## src/rtl/tam_pkg.sv

```systemverilog
// Overview of operation
// hold eight-bit hysteresis for shutdown alarm
// host keeps hysteresis below all limits
// hysteresis resets to ten degrees always
// hysteresis is unsigned whole degrees, 0..255
// hysteresis register at 21h, reset 0Ah
// FEh reads fixed maker code
// FDh reads fixed part code per variant
// identity registers ignore host writes
// filter register 22h, reset 70h, fields
// open flags per remote, clear-on-read if gone
// masked channel drives the alert output
// high flag per channel, clear-on-read if gone
// summary high flag ORs channel high flags
// low flag per channel, clear-on-read if gone
// summary low flag ORs channel low flags
// shutdown flag set while channel over limit
// summary shutdown flag ORs channel flags
// codes 000,001,011,111 need 1..4 conversions
// filtering gates pins only, not status
// shutdown trip releases below limit minus hysteresis
package tam_pkg;

  // pointer addresses
  localparam logic [7:0] ADDR_HYST = 8'h21;
  localparam logic [7:0] ADDR_CONSEC = 8'h22;
  localparam logic [7:0] ADDR_PART_ID = 8'hfd;
  localparam logic [7:0] ADDR_MAKER_ID = 8'hfe;
  localparam logic [7:0] ADDR_OPEN = 8'h35;
  localparam logic [7:0] ADDR_HIGH = 8'h36;
  localparam logic [7:0] ADDR_LOW = 8'h37;
  localparam logic [7:0] ADDR_SHUT = 8'h38;
  localparam logic [7:0] ADDR_MASK = 8'h39;

  // values after reset
  localparam logic [7:0] HYST_RESET = 8'h0a;
  localparam logic [7:0] CONSEC_RESET = 8'h70;
  localparam logic [7:0] MASK_RESET = 8'hff;
  localparam logic [7:0] READ_IDLE = 8'h00;

  // filter register layout: bits 7 and 0 always zero
  localparam logic [7:0] CONSEC_WRITE_MASK = 8'h7e;
  localparam int SHUT_CNT_LSB = 4;
  localparam int ALARM_CNT_LSB = 1;
  localparam int CNT_W = 3;

  // run counter saturates at the longest filter length
  localparam logic [2:0] RUN_MAX = 3'h4;
  localparam logic [2:0] RUN_ZERO = 3'h0;

  // identity codes; both values are arbitrary
  localparam logic [7:0] MAKER_ID_DEFAULT = 8'h4d;
  localparam logic [7:0] PART_ID_DEFAULT = 8'h07;

  // register access strobe with its address and data
  typedef struct packed {
    logic write;
    logic read;
    logic [7:0] addr;
    logic [7:0] data;
  } tam_reg_req_t;

  // one channel's result of the latest conversion
  typedef struct packed {
    logic high;
    logic low;
    logic diodeOpen;
    logic [7:0] temp;
    logic [7:0] shutLimit;
  } tam_chan_t;

endpackage : tam_pkg

```

## src/rtl/tam_status_regs.sv

```systemverilog
`timescale 1ns/1ps
module tam_status_regs
  import tam_pkg::*;
#(
  parameter int NUM_CH = 3,
  parameter logic [7:0] MAKER_ID = MAKER_ID_DEFAULT,
  parameter logic [7:0] PART_ID = PART_ID_DEFAULT
)
(
  // clock and reset
  input wire logic sys_clk,
  input wire logic reset_n,
  // pointer register access
  input wire tam_reg_req_t regReq,
  output logic [7:0] regRdData,
  output logic regRdValid,
  // conversion results, same clock domain
  input wire logic convDone,
  input wire tam_chan_t [NUM_CH-1:0] chanIn,
  // alarm outputs and summary flags
  output logic alertActive,
  output logic thermActive,
  output logic highFlag,
  output logic lowFlag,
  output logic thermFlag
);

  // number of consecutive conversions a count code asks for
  function automatic logic [2:0] countNeed(input logic [2:0] code);
    countNeed = 3'(code[0]) + 3'(code[1]) + 3'(code[2]) + 3'h1;
  endfunction : countNeed

  // the local channel has no diode, so its open bit stays zero
  localparam logic [NUM_CH-1:0] OPEN_VALID = {{(NUM_CH-1){1'b1}}, 1'b0};

  // stored registers, sticky flags and run state
  logic [7:0] shutdownHysteresis;
  logic [7:0] consecutiveFaultFilter;
  logic [NUM_CH-1:0] chanMask;
  logic [NUM_CH-1:0] diodeOpenFlags;
  logic [NUM_CH-1:0] highFlags;
  logic [NUM_CH-1:0] lowFlags;
  logic [NUM_CH-1:0] shutFlags;
  logic [NUM_CH-1:0] lastHigh;
  logic [NUM_CH-1:0] lastLow;
  logic [NUM_CH-1:0] lastOpen;
  logic [NUM_CH-1:0] shutTrip;
  logic [2:0] alarmRun [NUM_CH];
  logic [2:0] shutRun [NUM_CH];

  // next values and the current comparator view
  logic [NUM_CH-1:0] next_shutTrip;
  logic [NUM_CH-1:0] next_diodeOpenFlags;
  logic [NUM_CH-1:0] next_highFlags;
  logic [NUM_CH-1:0] next_lowFlags;
  logic [NUM_CH-1:0] next_shutFlags;
  logic [2:0] next_alarmRun [NUM_CH];
  logic [2:0] next_shutRun [NUM_CH];
  logic next_alert;
  logic next_therm;
  logic [NUM_CH-1:0] curHigh;
  logic [NUM_CH-1:0] curLow;
  logic [NUM_CH-1:0] curOpen;
  logic [2:0] alarmNeed;
  logic [2:0] shutNeed;

  // address decode of the strobes
  logic wrHyst;
  logic wrConsec;
  logic wrMask;
  logic rdOpen;
  logic rdHigh;
  logic rdLow;
  logic rdShut;

  assign wrHyst = regReq.write && (regReq.addr == ADDR_HYST);
  assign wrConsec = regReq.write && (regReq.addr == ADDR_CONSEC);
  assign wrMask = regReq.write && (regReq.addr == ADDR_MASK);
  assign rdOpen = regReq.read && (regReq.addr == ADDR_OPEN);
  assign rdHigh = regReq.read && (regReq.addr == ADDR_HIGH);
  assign rdLow = regReq.read && (regReq.addr == ADDR_LOW);
  assign rdShut = regReq.read && (regReq.addr == ADDR_SHUT);

  // filter lengths from the two count fields
  // codes outside the four listed ones give popcount plus one
  // count code decode
  assign alarmNeed = countNeed(consecutiveFaultFilter[ALARM_CNT_LSB +: CNT_W]);
  assign shutNeed = countNeed(consecutiveFaultFilter[SHUT_CNT_LSB +: CNT_W]);

  // hysteresis register, plain unsigned degrees
  // hysteresis storage
  always_ff @(posedge sys_clk)
  begin
    if (!reset_n)
      shutdownHysteresis <= HYST_RESET;
    else if (wrHyst)
      shutdownHysteresis <= regReq.data;
  end

  // filter register; bits 7 and 0 are not stored
  // filter register layout
  always_ff @(posedge sys_clk)
  begin
    if (!reset_n)
      consecutiveFaultFilter <= CONSEC_RESET;
    else if (wrConsec)
      consecutiveFaultFilter <= regReq.data & CONSEC_WRITE_MASK;
  end

  // channel mask, one bit per channel from bit 0
  always_ff @(posedge sys_clk)
  begin
    if (!reset_n)
      chanMask <= MASK_RESET[NUM_CH-1:0];
    else if (wrMask)
      chanMask <= regReq.data[NUM_CH-1:0];
  end

  // latest comparator results; a read in the same cycle as a
  // conversion must judge by the new result, not the stale one
  always_comb
  begin
    for (int i = 0; i < NUM_CH; i++)
    begin
      curHigh[i] = convDone ? chanIn[i].high : lastHigh[i];
      curLow[i] = convDone ? chanIn[i].low : lastLow[i];
      curOpen[i] = (convDone ? chanIn[i].diodeOpen : lastOpen[i]) & OPEN_VALID[i];
    end
  end

  // hold the comparator results between conversions
  always_ff @(posedge sys_clk)
  begin
    if (!reset_n)
    begin
      lastHigh <= '0;
      lastLow <= '0;
      lastOpen <= '0;
    end
    else
    begin
      lastHigh <= curHigh;
      lastLow <= curLow;
      lastOpen <= curOpen;
    end
  end

  // shutdown comparator with hysteresis, judged once per conversion;
  // the nine-bit sum keeps limit minus hysteresis from wrapping
  always_comb
  begin
    for (int i = 0; i < NUM_CH; i++)
    begin
      next_shutTrip[i] = shutTrip[i];
      if (convDone)
      begin
        if (chanIn[i].temp > chanIn[i].shutLimit)
          next_shutTrip[i] = 1'b1;
        // release below limit minus hysteresis
        else if (({1'b0, chanIn[i].temp} + {1'b0, shutdownHysteresis}) < {1'b0, chanIn[i].shutLimit})
          next_shutTrip[i] = 1'b0;
      end
    end
  end

  // trip state, one bit per channel
  always_ff @(posedge sys_clk)
  begin
    if (!reset_n)
      shutTrip <= '0;
    else
      shutTrip <= next_shutTrip;
  end

  // sticky status; a read clears only where the cause has gone,
  // and a new event in the reading cycle still sets the bit
  always_comb
  begin
    for (int i = 0; i < NUM_CH; i++)
    begin
      // open flags clear on read
      next_diodeOpenFlags[i] = (rdOpen ? curOpen[i] : diodeOpenFlags[i])
                               | (convDone & chanIn[i].diodeOpen & OPEN_VALID[i]);
      // high flags clear on read
      next_highFlags[i] = (rdHigh ? curHigh[i] : highFlags[i]) | (convDone & chanIn[i].high);
      // low flags clear on read
      next_lowFlags[i] = (rdLow ? curLow[i] : lowFlags[i]) | (convDone & chanIn[i].low);
      // shutdown flag follows the trip
      next_shutFlags[i] = (rdShut ? 1'b0 : shutFlags[i]) | next_shutTrip[i];
    end
  end

  // status registers update on every conversion, unfiltered
  // status ignores filter
  always_ff @(posedge sys_clk)
  begin
    if (!reset_n)
    begin
      diodeOpenFlags <= '0;
      highFlags <= '0;
      lowFlags <= '0;
      shutFlags <= '0;
    end
    else
    begin
      diodeOpenFlags <= next_diodeOpenFlags;
      highFlags <= next_highFlags;
      lowFlags <= next_lowFlags;
      shutFlags <= next_shutFlags;
    end
  end

  // summary flags taken from the next state so they never lag
  always_ff @(posedge sys_clk)
  begin
    if (!reset_n)
    begin
      highFlag <= 1'b0;
      lowFlag <= 1'b0;
      thermFlag <= 1'b0;
    end
    else
    begin
      // summary high OR
      highFlag <= |next_highFlags;
      // summary low OR
      lowFlag <= |next_lowFlags;
      // summary shutdown OR
      thermFlag <= |next_shutFlags;
    end
  end

  // consecutive run counters; saturate so long faults cannot wrap
  always_comb
  begin
    for (int i = 0; i < NUM_CH; i++)
    begin
      next_alarmRun[i] = alarmRun[i];
      next_shutRun[i] = shutRun[i];
      if (convDone)
      begin
        if (chanIn[i].high | chanIn[i].low | (chanIn[i].diodeOpen & OPEN_VALID[i]))
          next_alarmRun[i] = (alarmRun[i] == RUN_MAX) ? RUN_MAX : alarmRun[i] + 3'h1;
        else
          next_alarmRun[i] = RUN_ZERO;
        if (next_shutTrip[i])
          next_shutRun[i] = (shutRun[i] == RUN_MAX) ? RUN_MAX : shutRun[i] + 3'h1;
        else
          next_shutRun[i] = RUN_ZERO;
      end
    end
  end

  // run counters, one pair per channel
  always_ff @(posedge sys_clk)
  begin
    for (int i = 0; i < NUM_CH; i++)
    begin
      if (!reset_n)
      begin
        alarmRun[i] <= RUN_ZERO;
        shutRun[i] <= RUN_ZERO;
      end
      else
      begin
        alarmRun[i] <= next_alarmRun[i];
        shutRun[i] <= next_shutRun[i];
      end
    end
  end

  // output pins assert once a run reaches the chosen length; they move
  // only on a conversion, so a filter or mask write alone never toggles them
  always_comb
  begin
    next_alert = alertActive;
    next_therm = thermActive;
    if (convDone)
    begin
      next_alert = 1'b0;
      next_therm = 1'b0;
      for (int i = 0; i < NUM_CH; i++)
      begin
        // masked channels drive alert
        if (chanMask[i] && (next_alarmRun[i] >= alarmNeed))
          next_alert = 1'b1;
        // shutdown filter length
        if (next_shutRun[i] >= shutNeed)
          next_therm = 1'b1;
      end
    end
  end

  // pin registers
  always_ff @(posedge sys_clk)
  begin
    if (!reset_n)
    begin
      alertActive <= 1'b0;
      thermActive <= 1'b0;
    end
    else
    begin
      alertActive <= next_alert;
      thermActive <= next_therm;
    end
  end

  // read port, data one cycle after the strobe; unmapped reads zero
  // status reads return the value held before a clear in the same cycle
  always_ff @(posedge sys_clk)
  begin
    if (!reset_n)
    begin
      regRdData <= READ_IDLE;
      regRdValid <= 1'b0;
    end
    else
    begin
      regRdValid <= regReq.read;
      if (regReq.read)
      begin
        case (regReq.addr)
          ADDR_HYST: regRdData <= shutdownHysteresis;
          ADDR_CONSEC: regRdData <= consecutiveFaultFilter;
          // fixed identity reads
          ADDR_MAKER_ID: regRdData <= MAKER_ID;
          ADDR_PART_ID: regRdData <= PART_ID;
          ADDR_OPEN: regRdData <= 8'(diodeOpenFlags);
          ADDR_HIGH: regRdData <= 8'(highFlags);
          ADDR_LOW: regRdData <= 8'(lowFlags);
          ADDR_SHUT: regRdData <= 8'(shutFlags);
          ADDR_MASK: regRdData <= 8'(chanMask);
          default: regRdData <= READ_IDLE;
        endcase
      end
    end
  end

endmodule : tam_status_regs

```

## config.mk

```make
export PLATFORM = sky130hd
export DESIGN_NAME = tam_status_regs
export DESIGN_NICKNAME = d
export VERILOG_FILES = /design/src/rtl/tam_pkg.sv /design/src/rtl/tam_status_regs.sv
export SDC_FILE = /design/constraint.sdc
export NUM_CORES = 1
export LEC_CHECK = 0
export BUFFER_PORTS_ARGS = -buffer_cell sky130_fd_sc_hd__buf_4
export CORE_MARGIN = 4
export CORE_UTILIZATION = 52
export DETAILED_ROUTE_END_ITERATION = 8
export PLACE_DENSITY = 0.83
export SLEW_MARGIN = 20
export SYNTH_ARGS = -nofsm -noshare
export SYNTH_HDL_FRONTEND = slang
export SYNTH_SLANG_ARGS = --single-unit
export TNS_END_PERCENT = 50
```

## constraint.sdc

```tcl
create_clock -name sys_clk -period 4 [get_ports sys_clk]
set_clock_uncertainty 0.2 [all_clocks]
set_input_delay 0.6 -clock sys_clk [delete_from_list [all_inputs] [get_ports sys_clk]]
set_output_delay 0.6 -clock sys_clk [all_outputs]
set_load 0.005 [all_outputs]
```

==> results.cfg <==
[outcome]
status = complete, but fails checks
violations = setup timing

[placed_design]
dp_slack_ps = -379
place.gp.congestion = 0.992
port_buffers = 90
hpwlAfterDp_um = 12000

[grt]
antenna_found_initial = 0
grt_pass1_wl_um = 26200
overflow = 0
grt_pass1_vias = 5753
grt_max_degree = 44
grt_use_total_pct = 24.8

[synthesis]
yosys.area.top_type_share_pct = 24.9
syn_area_um2 = 5710
synthTopCellsByArea = dfxtp_1, ha_1, a21oi_1
synth_cell_type_count = 66
syn_nets = 864
ys_warn_count = 0
synth-seq-cells = 71
yosys.area.top_type = dfxtp_1
synth_common_cells = ha_1, dfxtp_1, a21oi_1, inv_1, nor2_1
synth.most_common_cell = ha_1
syn_inst = 678
synth.yosys.seq_area_share_pct = 24.9
ys.flop_type = dfxtp_1
synth_edf_count = 0
synth_async_sr_flop_share_pct = 0
syn_avg_cell_area_um2 = 8.42

[power]
vdd_drop_max_mv = 0.257
power_per_cell_area_nw_per_um2 = 257
leakage_nw = 3.37
power.internal_mw = 1.27
seqPwrFrac_pct = 41.6
combPwrFrac_pct = 26.9
clockPowerShare_pct = 31.4
power_mw = 1.83
swShare_pct = 30.7
p_switching_uw = 561

[layout]
diodes = 0
syn_to_final_growth_pct = 24.6
layout.nets = 991
drive_gt1_share_pct = 23.3

[worst_setup_path]
crit_type = reg -> reg
worstPathArrival_ps = 4070
cp_max_fo = 5
cpPeakStageDelay_ps = 430
cp_slowest_cell = dfxtp_4
endpoint_kind = register
crit_chain = inv_1 > buf_4 > fa_1 > nand2b_1 > a21oi_2 > nor2_1 > xnor2_1 > ha_1 > a22oi_1 > nand2_1 > a31oi_1 > o211ai_1 > o21ai_2 > and2_1 > ha_1 > nand2b_1 > a21o_1 > a22oi_2 > a31oi_1
worstSetupStartpointType = register
crit_required_ps = 4040

[route]
wl_um = 16000
vias_per_cell = 5.91
vias = 5589
first_pass_iters = 5
wl_per_cell_um = 16.9
drc = 0
drtIter0Drc = 383
postRouteAntennaNets = 0

[hold_path]
hold_path.class = reg -> reg

[die]
initial_core_util_pct = 54.3
core_um2 = 10500
die_h_um = 113
dieArea_um2 = 12700
io_pins = 92
die_x_um = 113
rows = 37

[timing]
clock.fmax_ghz = 0.248
hold_violations = 0
slew-limit-headroom_pct = 54.8
setup_ws_ps = -24.6
fin_setup_tns_ps = -24.6
hold_ws_ps = 270
period_share_pct = 101
rsz0062_at_grt = yes
setup_viol_count_final = 1
tightest_slew_ps = 676
slew_viol_final = 0
fin_crit_ps = 4020

[clock_network]
insertion_delay_ps = 360
clk_pin_slew_ps = 90
clock_sinks = 71
cts_max_path_buffers = 2
cts-htree-levels = 3
numCtsBuffers = 9
clockRootBuffer = clkbuf_8
cts_tree = built
cts_hold_buffers = 0

[flow_run]
maxCapViolCount = 0
layout by cell type (no fill, tap or decap), drive strengths merged, types with 4 or more instances in the layout:
cell | Yosys | final
ha | 105 | 105
o21a | 10 | 10
buf | 6 | 137
nor2b | 17 | 17
a221oi | 4 | 4
a21oi | 62 | 62
mux2i | 20 | 20
nand2 | 48 | 48
a21o | 8 | 8
nand3 | 12 | 12
xnor2 | 14 | 14
clkbuf | 14 | 9
nor3 | 5 | 5
dfxtp | 71 | 71
nand2b | 14 | 14
o211ai | 15 | 15
a22oi | 8 | 8
and2 | 17 | 17
a211oi | 10 | 10
a2111oi | 5 | 5
a31oi | 7 | 7
o21ai | 33 | 33
nor2 | 52 | 52
nand4 | 10 | 10
inv | 62 | 63
layout make-up:
type | instances | area [µm²]
inverter | 62 | 233
timing repair buffer | 137 | 1030
sequential | 71 | 1430
clock buffer | 9 | 124
clock inverter | 7 | 72.6
fill | 802 | 3400
multi-input combinational | 524 | 4050
tap | 136 | 170
sequential cells by signal, summed over array words and instances, names as in the netlist:
name / cells
thermActive: 1
regRdData: 8
thermFlag: 1
lowFlags: 3
alarmRun: 9
highFlag: 1
lastLow: 3
lastHigh: 3
lastOpen: 2
lowFlag: 1
chanMask: 3
shutFlags: 3
shutTrip: 3
consecutiveFaultFilter: 6
diodeOpenFlags: 2
highFlags: 3
alertActive: 1
shutdownHysteresis: 8
regRdValid: 1
shutRun: 9
worst max-delay path: cells and delay by family, from the launching register on:
kind | cells | cell delay [ps]
simple gates | 5 | 640
buf+inv | 2 | 280
xor+xnor | 1 | 130
compound gates | 8 | 1310
fa+ha+maj | 3 | 920
flops | 1 | 430
per-layer routing:
layer | track usage [%] | vias up | part of all wire (%)
met4 | 9.78 | 0 | 3.7
met1 | 28.4 | 2621 | 40
met3 | 5.24 | 61 | 6.7
met5 | 0 | - | 0
li1 | - | 2688 | -
met2 | 44.8 | 219 | 50
final timing paths:
| kind | cells after the start | endpoint | startpoint | slack [ps] |
|---|---|---|---|---|
| min | 2 | lastOpen[1]$_SDFF_PN0_ | lastOpen[1]$_SDFF_PN0_ | 270 |
| max reg2reg | 19 | thermActive$_SDFFE_PN0P_ | shutdownHysteresis[1]$_SDFFE_PN1P_ | -20 |
| min reg2reg | 2 | lastOpen[1]$_SDFF_PN0_ | lastOpen[1]$_SDFF_PN0_ | 270 |
| max | 19 | thermActive$_SDFFE_PN0P_ | shutdownHysteresis[1]$_SDFFE_PN1P_ | -20 |
power groups by stage:
stage,registers [mW],clock network (mW),logic [mW]
6_report,0.761,0.575,0.493
5_1_grt,0.764,0.619,0.545
4_1_cts,0.759,0.581,0.474
3_5_place_dp,0.776,0,0.453
3_3_place_gp,0.775,0,0.425
2_1_floorplan,0.771,0,0.274
per-stage QoR:
stage	utilization, %	std cells	cell area [µm²]
after detailed placement	63.6	913	6680
after global placement	63.6	913	6680
after floorplan	-	678	5710
final	67.6	946	7110
after global routing	67.6	946	7110
after CTS	66.9	942	7030
cell families after synthesis:
kind of cell | after synthesis | synth area share (%)
and+or+nand+nor | 190 | 17.5
DFF | 71 | 24.9
buffers and inverters | 83 | 5.79
adders and majority gates | 108 | 24.1
muxes | 21 | 3.71
xor gates and xnor gates | 17 | 2.61
AOI/OAI and AO/OA | 188 | 21.4
timing repair:
action,4_1_cts,5_1_grt
buffers inserted,13,4
resized for setup,15,13
endpoints found under the hold margin,0,0
pin swaps,7,15
endpoints found under the setup margin,1,2
(Power assumes the default switching activity.)
